**src/inc/dac_status_pkg.sv**
```systemverilog
// Package for the converter output view and underrun status block
// Contract
// - Channel 2 output word readable at bits 11:0 of offset 0x30, read-only.
// - Channel 2 underrun flag at status bit 29, write one clears.
// - Channel 2 underrun event from trigger-faster-than-DMA sets its flag.
// - Channel 1 underrun flag at status bit 13, write one clears.
// - Channel 1 underrun event from trigger-faster-than-DMA sets its flag.
// - Channel 1 output word readable at bits 11:0 of offset 0x2C, read-only.
package dac_status_pkg;
	localparam int         ADDR_W         = 8;
	localparam int         DATA_W         = 32;
	localparam int         WORD_W         = 12;
	localparam logic [7:0] OFS_CH1_OUTPUT = 8'h2C;
	localparam logic [7:0] OFS_CH2_OUTPUT = 8'h30;
	localparam logic [7:0] OFS_STATUS     = 8'h34;
	localparam logic [7:0] OFS_IRQ_MASK   = 8'h38;
	localparam int         BIT_CH1_UDR    = 13;
	localparam int         BIT_CH2_UDR    = 29;
	localparam logic [31:0] RST_STATUS    = 32'h0000_0000;
	localparam logic [31:0] RST_MASK      = 32'h0000_0000;
	localparam logic [31:0] RST_OUTPUT    = 32'h0000_0000;

	typedef struct packed {
		logic [7:0]  addr;
		logic [31:0] wdata;
		logic        wr;
		logic        rd;
	} bus_req_t;

	typedef struct packed {
		logic ch2;
		logic ch1;
	} udr_pair_t;
endpackage

```
**src/design/udr_flag.sv**
```systemverilog
`timescale 1ns/1ps
// One sticky underrun flag: hardware set, write-one clear, set wins
module udr_flag (
	// Clock and reset
	input  wire logic clk,
	input  wire logic rst_n,
	// Set and clear
	input  wire logic setEvt,
	input  wire logic clrReq,
	// Flag
	output logic      flag
);
	logic flag_ff;

	always_ff @(posedge clk) begin
		if (!rst_n) begin
			flag_ff <= 1'b0;
		end else if (setEvt) begin
			flag_ff <= 1'b1;
		end else if (clrReq) begin
			flag_ff <= 1'b0;
		end
	end

	assign flag = flag_ff;

	property p_set_wins;
		@(posedge clk) disable iff (!rst_n) setEvt |=> flag_ff;
	endproperty
	a_set_wins: assert property (p_set_wins) else $error("underrun event lost");

	c_set_and_clear: cover property (@(posedge clk) disable iff (!rst_n) setEvt && clrReq);
endmodule

```
**src/design/dac_output_status.sv**
```systemverilog
`timescale 1ns/1ps
// Output word views and underrun status registers of a two-channel converter
module dac_output_status #(
	parameter int WORD_W = dac_status_pkg::WORD_W
) (
	// Clock and reset
	input  wire logic                      clk,
	input  wire logic                      rst_n,
	// Register port
	input  wire dac_status_pkg::bus_req_t  busReq,
	output logic [31:0]                    rdData,
	// Converter side
	input  wire logic [WORD_W-1:0]         ch1OutputWord,
	input  wire logic [WORD_W-1:0]         ch2OutputWord,
	input  wire dac_status_pkg::udr_pair_t udrEvt,
	// Interrupt
	output logic                           irq
);
	logic [31:0] rdData_ff;
	logic [31:0] nxt_rdData;
	logic [1:0]  mask_ff;
	logic        irq_ff;
	logic        ch1UnderrunFlag;
	logic        ch2UnderrunFlag;
	logic        wrStatus;
	logic        clr1;
	logic        clr2;

	// The word must fit within a 32-bit register, from 1 up to all 32 bits
	if (WORD_W < 1 || WORD_W > 32) begin : g_word_w_check
		$error("output word width must lie between 1 and 32");
	end

	// Reserved bits above the word always read zero
	function automatic logic [31:0] widen_word(input logic [WORD_W-1:0] w);
		logic [31:0] v;
		v = 32'h0000_0000;
		v[WORD_W-1:0] = w;
		return v;
	endfunction

	assign wrStatus = busReq.wr && (busReq.addr == dac_status_pkg::OFS_STATUS);
	// Writing zero leaves a flag alone
	assign clr1 = wrStatus && busReq.wdata[dac_status_pkg::BIT_CH1_UDR];
	assign clr2 = wrStatus && busReq.wdata[dac_status_pkg::BIT_CH2_UDR];

	udr_flag u_ch1 (
		.clk    (clk),
		.rst_n  (rst_n),
		.setEvt (udrEvt.ch1),
		.clrReq (clr1),
		.flag   (ch1UnderrunFlag)
	);

	udr_flag u_ch2 (
		.clk    (clk),
		.rst_n  (rst_n),
		.setEvt (udrEvt.ch2),
		.clrReq (clr2),
		.flag   (ch2UnderrunFlag)
	);

	function automatic logic [31:0] pack_status(input logic f1, input logic f2);
		logic [31:0] v;
		v = dac_status_pkg::RST_STATUS;
		v[dac_status_pkg::BIT_CH1_UDR] = f1;
		v[dac_status_pkg::BIT_CH2_UDR] = f2;
		return v;
	endfunction

	// Mask shares the status layout; only the two flag bits are held
	always_ff @(posedge clk) begin
		if (!rst_n) begin
			mask_ff <= 2'b00;
		end else if (busReq.wr && busReq.addr == dac_status_pkg::OFS_IRQ_MASK) begin
			mask_ff <= {busReq.wdata[dac_status_pkg::BIT_CH2_UDR],
				busReq.wdata[dac_status_pkg::BIT_CH1_UDR]};
		end
	end

	always_comb begin
		nxt_rdData = 32'h0000_0000;
		case (busReq.addr)
			dac_status_pkg::OFS_CH1_OUTPUT: nxt_rdData = widen_word(ch1OutputWord);
			dac_status_pkg::OFS_CH2_OUTPUT: nxt_rdData = widen_word(ch2OutputWord);
			dac_status_pkg::OFS_STATUS:
				nxt_rdData = pack_status(ch1UnderrunFlag, ch2UnderrunFlag);
			dac_status_pkg::OFS_IRQ_MASK: nxt_rdData = pack_status(mask_ff[0], mask_ff[1]);
			default: nxt_rdData = 32'h0000_0000;
		endcase
	end

	// Read data stands only in the cycle after the strobe
	always_ff @(posedge clk) begin
		if (!rst_n) begin
			rdData_ff <= 32'h0000_0000;
		end else if (busReq.rd) begin
			rdData_ff <= nxt_rdData;
		end else begin
			rdData_ff <= 32'h0000_0000;
		end
	end

	always_ff @(posedge clk) begin
		if (!rst_n) begin
			irq_ff <= 1'b0;
		end else begin
			irq_ff <= |({ch2UnderrunFlag, ch1UnderrunFlag} & mask_ff);
		end
	end

	assign rdData = rdData_ff;
	assign irq    = irq_ff;

	property p_ch2_set;
		@(posedge clk) disable iff (!rst_n) udrEvt.ch2 |=> ch2UnderrunFlag;
	endproperty
	a_ch2_set: assert property (p_ch2_set) else $error("ch2 flag not set");

	property p_ch1_set;
		@(posedge clk) disable iff (!rst_n) udrEvt.ch1 |=> ch1UnderrunFlag;
	endproperty
	a_ch1_set: assert property (p_ch1_set) else $error("ch1 flag not set");

	property p_ch2_clear;
		@(posedge clk) disable iff (!rst_n) clr2 && !udrEvt.ch2 |=> !ch2UnderrunFlag;
	endproperty
	a_ch2_clear: assert property (p_ch2_clear) else $error("ch2 clear failed");

	property p_ch1_clear;
		@(posedge clk) disable iff (!rst_n) clr1 && !udrEvt.ch1 |=> !ch1UnderrunFlag;
	endproperty
	a_ch1_clear: assert property (p_ch1_clear) else $error("ch1 clear failed");

	property p_ch2_read;
		@(posedge clk) disable iff (!rst_n)
		busReq.rd && busReq.addr == dac_status_pkg::OFS_CH2_OUTPUT
		|=> rdData[WORD_W-1:0] == $past(ch2OutputWord) && (rdData >> WORD_W) == 32'h0000_0000;
	endproperty
	a_ch2_read: assert property (p_ch2_read) else $error("ch2 word read wrong");

	property p_ch1_read;
		@(posedge clk) disable iff (!rst_n)
		busReq.rd && busReq.addr == dac_status_pkg::OFS_CH1_OUTPUT
		|=> rdData[WORD_W-1:0] == $past(ch1OutputWord) && (rdData >> WORD_W) == 32'h0000_0000;
	endproperty
	a_ch1_read: assert property (p_ch1_read) else $error("ch1 word read wrong");

	property p_status_rsvd;
		@(posedge clk) disable iff (!rst_n)
		busReq.rd && busReq.addr == dac_status_pkg::OFS_STATUS
		|=> (rdData & 32'hDFFF_DFFF) == 32'h0000_0000;
	endproperty
	a_status_rsvd: assert property (p_status_rsvd) else $error("reserved bits set");

	property p_zero_write;
		@(posedge clk) disable iff (!rst_n)
		wrStatus && !busReq.wdata[dac_status_pkg::BIT_CH2_UDR] && ch2UnderrunFlag
		|=> ch2UnderrunFlag;
	endproperty
	a_zero_write: assert property (p_zero_write) else $error("zero write cleared");

	property p_irq;
		@(posedge clk) disable iff (!rst_n)
		ch1UnderrunFlag && mask_ff[0] |=> irq;
	endproperty
	a_irq: assert property (p_irq) else $error("irq missing");

	property p_irq2;
		@(posedge clk) disable iff (!rst_n)
		ch2UnderrunFlag && mask_ff[1]
		|=> irq;
	endproperty
	a_irq2: assert property (p_irq2) else $error("irq missing for ch2");

	property p_irq_low;
		@(posedge clk) disable iff (!rst_n)
		!(ch1UnderrunFlag && mask_ff[0]) && !(ch2UnderrunFlag && mask_ff[1])
		|=> !irq;
	endproperty
	a_irq_low: assert property (p_irq_low) else $error("irq without unmasked flag");

	// Read port behaviour
	property p_idle_rd;
		@(posedge clk) disable iff (!rst_n)
		!busReq.rd
		|=> rdData == 32'h0000_0000;
	endproperty
	a_idle_rd: assert property (p_idle_rd) else $error("read data outside read cycle");

	property p_unmapped;
		@(posedge clk) disable iff (!rst_n)
		busReq.rd && busReq.addr != dac_status_pkg::OFS_CH1_OUTPUT
		&& busReq.addr != dac_status_pkg::OFS_CH2_OUTPUT
		&& busReq.addr != dac_status_pkg::OFS_STATUS
		&& busReq.addr != dac_status_pkg::OFS_IRQ_MASK
		|=> rdData == 32'h0000_0000;
	endproperty
	a_unmapped: assert property (p_unmapped) else $error("unmapped read not zero");

	property p_status_read;
		@(posedge clk) disable iff (!rst_n)
		busReq.rd && busReq.addr == dac_status_pkg::OFS_STATUS
		|=> rdData[dac_status_pkg::BIT_CH2_UDR] == $past(ch2UnderrunFlag)
		&& rdData[dac_status_pkg::BIT_CH1_UDR] == $past(ch1UnderrunFlag);
	endproperty
	a_status_read: assert property (p_status_read) else $error("status read wrong");

	property p_mask_read;
		@(posedge clk) disable iff (!rst_n)
		busReq.rd && busReq.addr == dac_status_pkg::OFS_IRQ_MASK
		|=> rdData[dac_status_pkg::BIT_CH2_UDR] == $past(mask_ff[1])
		&& rdData[dac_status_pkg::BIT_CH1_UDR] == $past(mask_ff[0]);
	endproperty
	a_mask_read: assert property (p_mask_read) else $error("mask read wrong");

	property p_mask_rsvd;
		@(posedge clk) disable iff (!rst_n)
		busReq.rd && busReq.addr == dac_status_pkg::OFS_IRQ_MASK
		|=> (rdData & 32'hDFFF_DFFF) == 32'h0000_0000;
	endproperty
	a_mask_rsvd: assert property (p_mask_rsvd) else $error("mask reserved bits set");

	// Mask register
	property p_mask_write;
		@(posedge clk) disable iff (!rst_n)
		busReq.wr && busReq.addr == dac_status_pkg::OFS_IRQ_MASK
		|=> mask_ff[1] == $past(busReq.wdata[dac_status_pkg::BIT_CH2_UDR])
		&& mask_ff[0] == $past(busReq.wdata[dac_status_pkg::BIT_CH1_UDR]);
	endproperty
	a_mask_write: assert property (p_mask_write) else $error("mask write lost");

	property p_mask_hold;
		@(posedge clk) disable iff (!rst_n)
		!(busReq.wr && busReq.addr == dac_status_pkg::OFS_IRQ_MASK)
		|=> mask_ff == $past(mask_ff);
	endproperty
	a_mask_hold: assert property (p_mask_hold) else $error("mask changed unasked");

	// Flags keep their value unless set or cleared
	property p_ch2_hold;
		@(posedge clk) disable iff (!rst_n)
		ch2UnderrunFlag && !clr2
		|=> ch2UnderrunFlag;
	endproperty
	a_ch2_hold: assert property (p_ch2_hold) else $error("ch2 flag dropped");

	property p_ch1_hold;
		@(posedge clk) disable iff (!rst_n)
		ch1UnderrunFlag && !clr1
		|=> ch1UnderrunFlag;
	endproperty
	a_ch1_hold: assert property (p_ch1_hold) else $error("ch1 flag dropped");

	property p_ch2_quiet;
		@(posedge clk) disable iff (!rst_n)
		!ch2UnderrunFlag && !udrEvt.ch2
		|=> !ch2UnderrunFlag;
	endproperty
	a_ch2_quiet: assert property (p_ch2_quiet) else $error("ch2 flag set without event");

	property p_ch1_quiet;
		@(posedge clk) disable iff (!rst_n)
		!ch1UnderrunFlag && !udrEvt.ch1
		|=> !ch1UnderrunFlag;
	endproperty
	a_ch1_quiet: assert property (p_ch1_quiet) else $error("ch1 flag set without event");

	// An event in the clearing cycle must not be lost
	property p_ch2_set_wins;
		@(posedge clk) disable iff (!rst_n)
		udrEvt.ch2 && clr2
		|=> ch2UnderrunFlag;
	endproperty
	a_ch2_set_wins: assert property (p_ch2_set_wins) else $error("ch2 set lost");

	property p_ch1_set_wins;
		@(posedge clk) disable iff (!rst_n)
		udrEvt.ch1 && clr1
		|=> ch1UnderrunFlag;
	endproperty
	a_ch1_set_wins: assert property (p_ch1_set_wins) else $error("ch1 set lost");

	property p_ch1_zero_write;
		@(posedge clk) disable iff (!rst_n)
		wrStatus && !busReq.wdata[dac_status_pkg::BIT_CH1_UDR] && ch1UnderrunFlag
		|=> ch1UnderrunFlag;
	endproperty
	a_ch1_zero_write: assert property (p_ch1_zero_write) else $error("zero write cleared");

	// Writes to the read-only word views change nothing
	property p_ch2_output_ro;
		@(posedge clk) disable iff (!rst_n)
		busReq.wr && busReq.addr == dac_status_pkg::OFS_CH2_OUTPUT && ch2UnderrunFlag
		|=> ch2UnderrunFlag;
	endproperty
	a_ch2_output_ro: assert property (p_ch2_output_ro) else $error("ch2 view write acted");

	property p_ch1_output_ro;
		@(posedge clk) disable iff (!rst_n)
		busReq.wr && busReq.addr == dac_status_pkg::OFS_CH1_OUTPUT
		|=> mask_ff == $past(mask_ff);
	endproperty
	a_ch1_output_ro: assert property (p_ch1_output_ro) else $error("ch1 view write acted");

	c_udr2: cover property (@(posedge clk) disable iff (!rst_n) udrEvt.ch2 ##1 clr2);
	c_udr1: cover property (@(posedge clk) disable iff (!rst_n) udrEvt.ch1 && clr1);
	c_irq:  cover property (@(posedge clk) disable iff (!rst_n) irq ##1 !irq);
endmodule

```
**config.mk**
```make
export PLATFORM = sky130hd
export DESIGN_NAME = dac_output_status
export DESIGN_NICKNAME = d
export VERILOG_FILES = /design/src/inc/dac_status_pkg.sv /design/src/design/udr_flag.sv /design/src/design/dac_output_status.sv
export SDC_FILE = /design/constraint.sdc
export NUM_CORES = 1
export LEC_CHECK = 0
export ABC_AREA = 1
export BUFFER_PORTS_ARGS = -buffer_cell sky130_fd_sc_hd__buf_2
export CORE_MARGIN = 3
export CORE_UTILIZATION = 41
export CTS_BUF_LIST = sky130_fd_sc_hd__clkbuf_2
export DETAILED_ROUTE_END_ITERATION = 10
export GPL_TIMING_DRIVEN = 0
export PLACE_DENSITY = 0.87
export SYNTH_ARGS = -nofsm -noshare
export SYNTH_HDL_FRONTEND = slang
export SYNTH_HIERARCHICAL = 1
export SYNTH_SLANG_ARGS = --single-unit
```
**constraint.sdc**
```tcl
create_clock -name clk -period 1.9 [get_ports clk]
set_input_delay 0.19 -clock clk [delete_from_list [all_inputs] [get_ports clk]]
set_output_delay 0.19 -clock clk [all_outputs]
set_load 0.01 [all_outputs]
```
==> results of run 1 <==
metrics by stage:
| step | util, % | worst slack, ns | instances | hold slack, ns | cell area [um2] |
|---|---|---|---|---|---|
| final | 59.6 | 0.937 | 266 | 0.116 | 1530 |
| after global routing | 59.6 | 0.884 | 266 | 0.108 | 1530 |
| after CTS | 59.6 | 0.921 | 266 | 0.104 | 1530 |
| after detailed placement | 58.8 | 0.678 | 262 | 0.441 | 1510 |
| after global placement | 58.8 | 0.682 | 262 | 0.437 | 1510 |
| after floorplan | - | 0.860 | 178 | 0.312 | 1200 |
where the power goes:
group / internal (mW) / switching, mW / leakage [nW]
Sequential: 0.402 / 0.00273 / 0.154
Combinational: 0.0609 / 0.0546 / 0.664
Clock: 0.0558 / 0.114 / 0.0166
Total: 0.519 / 0.171 / 0.834
worst register-to-register path, stage by stage (launching register included):
cell     delay, ns
dfxtp_1       0.39
nand3_1       0.09
nand2_1       0.06
inv_1         0.06
nor2_4        0.08
layer usage:
layer | vias up | share of wire [%] | global-route usage [%]
met2 | 37 | 53 | 22.6
met1 | 431 | 39 | 15.4
met4 | 0 | 1.1 | 4.85
met3 | 2 | 7.5 | 1.32
met5 | - | 0 | 0
li1 | 585 | - | -
worst max-delay path by stage:
stage	endpoint
5_1_grt	rdData[3]
3_3_place_gp	rdData[10]
3_5_place_dp	rdData[6]
2_1_floorplan	rdData[0]
4_1_cts	rdData[3]
6_report	rdData[3]
cell families after synthesis:
family | Yosys count | synth area share [%]
buffers and inverters | 49 | 24.2
AOI/OAI and AO/OA | 7 | 3.74
other | 1 | 0.329
DFF | 19 | 33.4
and+or+nand+nor | 85 | 38.4
flip-flops by register name, indices dropped and copies added, names as in the netlist:
name and flops:
irq 1, mask_ff 2, rdData 14, u_ch1/flag 1
u_ch2/flag 1
cells in the final DEF, fill, tap and decap left out:
master / synthesis / final
nand3_1: 6 / 6
nor2_2: 4 / 4
nand4_1: 2 / 2
a21oi_1: 4 / 4
nand2_2: 2 / 2
o21ai_1: 1 / 1
buf_2: 0 / 54
inv_1: 26 / 26
inv_2: 2 / 2
buf_4: 20 / 20
conb_1: 1 / 18
buf_12: 1 / 1
nor2_1: 8 / 8
dfxtp_1: 19 / 19
clkbuf_2: 0 / 4
nor2_4: 12 / 12
nand2_1: 51 / 51
a21oi_2: 2 / 2
area by class of cell:
class                      instances  area (um2)
multi-input combinational        110         547
fill                             256        1040
tap                               30        37.5
inverter                          28         105
sequential                        19         380
buffer                            21         170
clock buffer                       4        20.0
timing repair buffer              54         270
==> flow_summary.yaml, run 1 <==
clock_network:
  cts_tree: "built"
  clkLatencyLatePin_ns: 0.29
  postCtsResizedCells: 0
  holdBufCountCts: 0
  htree_levels: 1
  clockBufferDepth: 2
  cts_root_buf: "clkbuf_2"
  cts_buffers: 3
  numClockSinks: 19
  post_cts_buffers: 0
  path_clk_slew_ns: 0.17
floorplanning:
  die_area_um2: 3450
  rows: 18
  die_h_um: 58.7
  core_region_area_um2: 2570
  fp.dieW_um: 58.7
  ios: 103
  initial_core_util_pct: 44.3
layout:
  area_delta_synth_final_pct: 34.4
  nNetsFinal: 307
  diodes: 0
  drive_gt1_share_pct: 42.8
timing:
  rsz0062_at_grt: "no"
  setup_viol: 0
  final.period_utilization_pct: 50.7
  slew_violations: 0
  final.setup.tns_ns: 0
  max_freq_mhz: 1040
  layout_min_cycle_time_ns: 0.963
  skew_ns: 0.00161
  hold_viol_final: 0
routing:
  vias_per_cell: 3.97
  dr.pass1.iters: 2
  final_antenna_net_count: 0
  vias: 1055
  wl_per_cell_um: 8.22
  drcViolationCount: 0
  wl_mm: 2.19
  drtIter0Drc: 13
synthesis:
  ys.flop_type: "dfxtp_1"
  syn_avg_cell_area_um2: 7.07
  ys_seq_area_share_pct: 33.4
  yosys_warnings: 6
  synth_area_leader_cell: "dfxtp_1"
  ys_top_cells_by_count: "51 x nand2_1, 26 x inv_1, 20 x buf_4, 19 x dfxtp_1, 12 x nor2_4"
  yosys.area.top_type_share_pct: 33.4
  yosysMostFrequentCell: "nand2_1"
  synth_edf_count: 0
  synthesis.area_um2: 1140
  synth_async_sr_flop_share_pct: 0
  synthCells: 161
  ys_top_cells_by_area: "dfxtp_1 33%, nand2_1 17%, buf_4 13%, nor2_4 12%, inv_1 8.6%"
  post_synth_num_cell_types: 16
  ys_seq_elements: 19
grt:
  grt_overflow_total: 0
  antenna_found_initial: 0
  grt_max_degree: 11
  grt_pass1_wl_mm: 3.48
  grtUsageTotal_pct: 12.6
  first_global_vias: 898
setup_path:
  critPathMaxFanout: 1
  end_kind: "output pin"
  crit_chain: "buf_2"
  cp-start-kind: "flop"
  timing.rr.end: "rdData[29]"
  critical-path-max-stage-delay_ns: 0.36
  criticalPathCategory: "reg2out"
  rrSetupSlack_ns: 1.18
  cp-startpoint: "rdData[3]"
  rr_startpoint: "mask_ff[1]"
  worstPathArrival_ns: 0.77
  path_depth: 1
  worstPathRequired_ns: 1.71
  critPathBufInv: 1
  crit_family: "flip-flops"
  rr_worst_depth: 4
  slowest_stage: "dfxtp_1"
placement:
  io_buffers: 54
  gp_congestion: 0.830
  dp_hpwl_mm: 1.82
status:
  outcome: "finished clean"
min_path:
  hp-class: "in2reg"
  holdPathEnd: "u_ch1/flag"
  hp-start: "udrEvt[0]"
  holdPathStages: 3
power:
  power_density_nw_per_um2: 451
  ir_drop_v: 0.000395
  total_power_uw: 690
  p_leak_nw: 0.834
flow_run:
  max_cap_viol_count: 0
Power figures use the tool's default switching activity.
==> run 2: changes to the inputs <==
- CORE_UTILIZATION: 41 -> 38
- PLACE_DENSITY: 0.87 -> 0.82
- clock period: 1.9 -> 0.9 ns (I/O delays scaled with it)
==> run 2 against run 1 <==
- flip-flop and latch count stayed put
- cell count grew 1.5%
- worst setup slack worse by 0.89 ns
- critical path type unchanged
- sequential power is 110% higher
- global-route usage decreased by 0.48 points
- via count up 4.3%
- hold slack worse by 0.11 ns
- clock skew shrank 0.0013 ns
==> flow_summary.yaml, run 2 (synthesis results as in run 1) <==
floorplanning:
  rows: 19
  fp.dieW_um: 60.7
  initial_core_util_pct: 40.6
  ios: 103
  core_region_area_um2: 2810
  die_area_um2: 3690
  die_h_um: 60.7
setup_path:
  cp-start-kind: "flop"
  critPathBufInv: 1
  critical-path-max-stage-delay_ns: 0.36
  crit_family: "flip-flops"
  rrSetupSlack_ns: 0.18
  crit_chain: "buf_6"
  rr_worst_depth: 4
  cp-endpoint: "rdData[2]"
  cp-startpoint: "rdData[2]"
  end_kind: "output pin"
  worstPathRequired_ns: 0.81
  rr_startpoint: "u_ch2/flag"
  timing.rr.end: "rdData[29]"
  slowest_stage: "dfxtp_2"
  criticalPathCategory: "reg2out"
  worstPathArrival_ns: 0.77
  path_depth: 1
  critPathMaxFanout: 1
timing:
  final.setup.tns_ns: 0
  slew_violations: 0
  hold_viol_final: 0
  layout_min_cycle_time_ns: 0.857
  setup_ws_ns: 0.0431
  max_freq_mhz: 1170
  skew_ns: 0.000307
  holdWs_ns: 0.00531
  setup_viol: 0
  rsz0062_at_grt: "yes"
  final.period_utilization_pct: 95.2
grt:
  grt-busiest-layer: "met2"
  antenna_found_initial: 0
  grt_use_met3_pct: 1.91
  grtUsageTotal_pct: 12.1
  grt_overflow_total: 0
  grtUsageMet1_pct: 14.3
  met2_usage_pct: 20.5
  grt_pass1_wl_mm: 3.42
  grt_max_degree: 11
  first_global_vias: 922
min_path:
  hp-class: "in2reg"
routing:
  dr.pass1.iters: 4
  vias: 1100
  wl_per_cell_um: 8.64
  wl_mm: 2.33
  drtIter0Drc: 30
  drcViolationCount: 0
  final_antenna_net_count: 0
  vias_per_cell: 4.07
clock_network:
  cts_tree: "built"
  cts_root_buf: "clkbuf_2"
  clockBufferDepth: 2
  htree_levels: 1
  path_clk_slew_ns: 0.18
  cts_buffers: 3
  numClockSinks: 19
  clkLatencyLatePin_ns: 0.30
layout:
  layout.cells.non_filler: 270
  diodes: 0
  nNetsFinal: 310
  layout_common_cells: "49 x nand2_1, 49 x buf_2, 26 x inv_1, 20 x buf_4, 18 x conb_1"
  final_area_um2: 1610
  largest_reg_flops: 14
  area_delta_synth_final_pct: 41.5
  drive_gt1_share_pct: 45.2
  fillers: 265
power:
  ir_drop_v: 0.000353
  p_leak_nw: 0.853
  power_density_nw_per_um2: 922
status:
  outcome: "finished clean"
flow_run:
  max_cap_viol_count: 0
placement:
  gp_congestion: 0.795
  dp.cells: 263
  dp_slack_ns: -0.196
  io_buffers: 54
  dp_hpwl_mm: 1.94
  dpl-instance-area_um2: 1520
==> run 2: changes by cell type in the layout (fill, tap and decap cells not counted), sizes merged <==
cell         delta
dlygate4sd3     +3
==> run 2: worst reg2reg max path: cells and delay by family, from the launching register on <==
family | cells | cell delay [ns]
flops | 1 | 0.39
buf+inv | 1 | 0.06
simple gates | 3 | 0.24
==> run 2: routing by layer <==
metal | share of wire [%] | wire (um)
met5 | 0 | 0
met1 | 38 | 882
met4 | 1.5 | 36
met3 | 10 | 238
met2 | 50 | 1180
==> run 2: report_power, final <==
| group | internal [mW] | switching, mW | leakage (nW) |
|---|---|---|---|
| logic | 0.139 | 0.122 | 0.680 |
| registers | 0.848 | 0.00553 | 0.156 |
| clock network | 0.118 | 0.254 | 0.0166 |
==> run 2: worst min path at each step <==
| stage | start | to | slack (ns) | depth (start not counted) |
|---|---|---|---|---|
| detailed placement | udrEvt[0] | u_ch1/flag | 0.35 | 3 |
| CTS | udrEvt[0] | u_ch1/flag | 0.003 | 3 |
| global placement | udrEvt[0] | u_ch1/flag | 0.34 | 3 |
| floorplan | rst_n | u_ch1/flag | 0.21 | 2 |
| global route | busReq[0] | rdData[13] | 0.003 | 3 |
| finish | busReq[0] | rdData[13] | 0.005 | 3 |
==> run 2: final cells by class <==
type	count	area (um2)	share of cell area (%)
plain buffers	21	170	10.6
inverters	28	108	6.68
flip-flops and latches	19	387	24.0
clock buffers	4	20.0	1.24
well taps	31	38.8	2.41
repair buffers	57	332	20.6
multi-input cells	110	557	34.5
==> run 2: per-stage QoR <==
step	utilization, %	power (mW)
after detailed placement	54.3	1.12
after floorplan	-	1.02
after global placement	54.3	1.11
after CTS	55.0	1.48
after global routing	57.4	1.57
final	57.4	1.49
==> run 2: what timing repair did <==
item	CTS	global route
hold endpoints to repair	0	2
setup endpoints to repair	0	14
hold buffers	0	3
buffers inserted	0	0
resized for setup	0	10
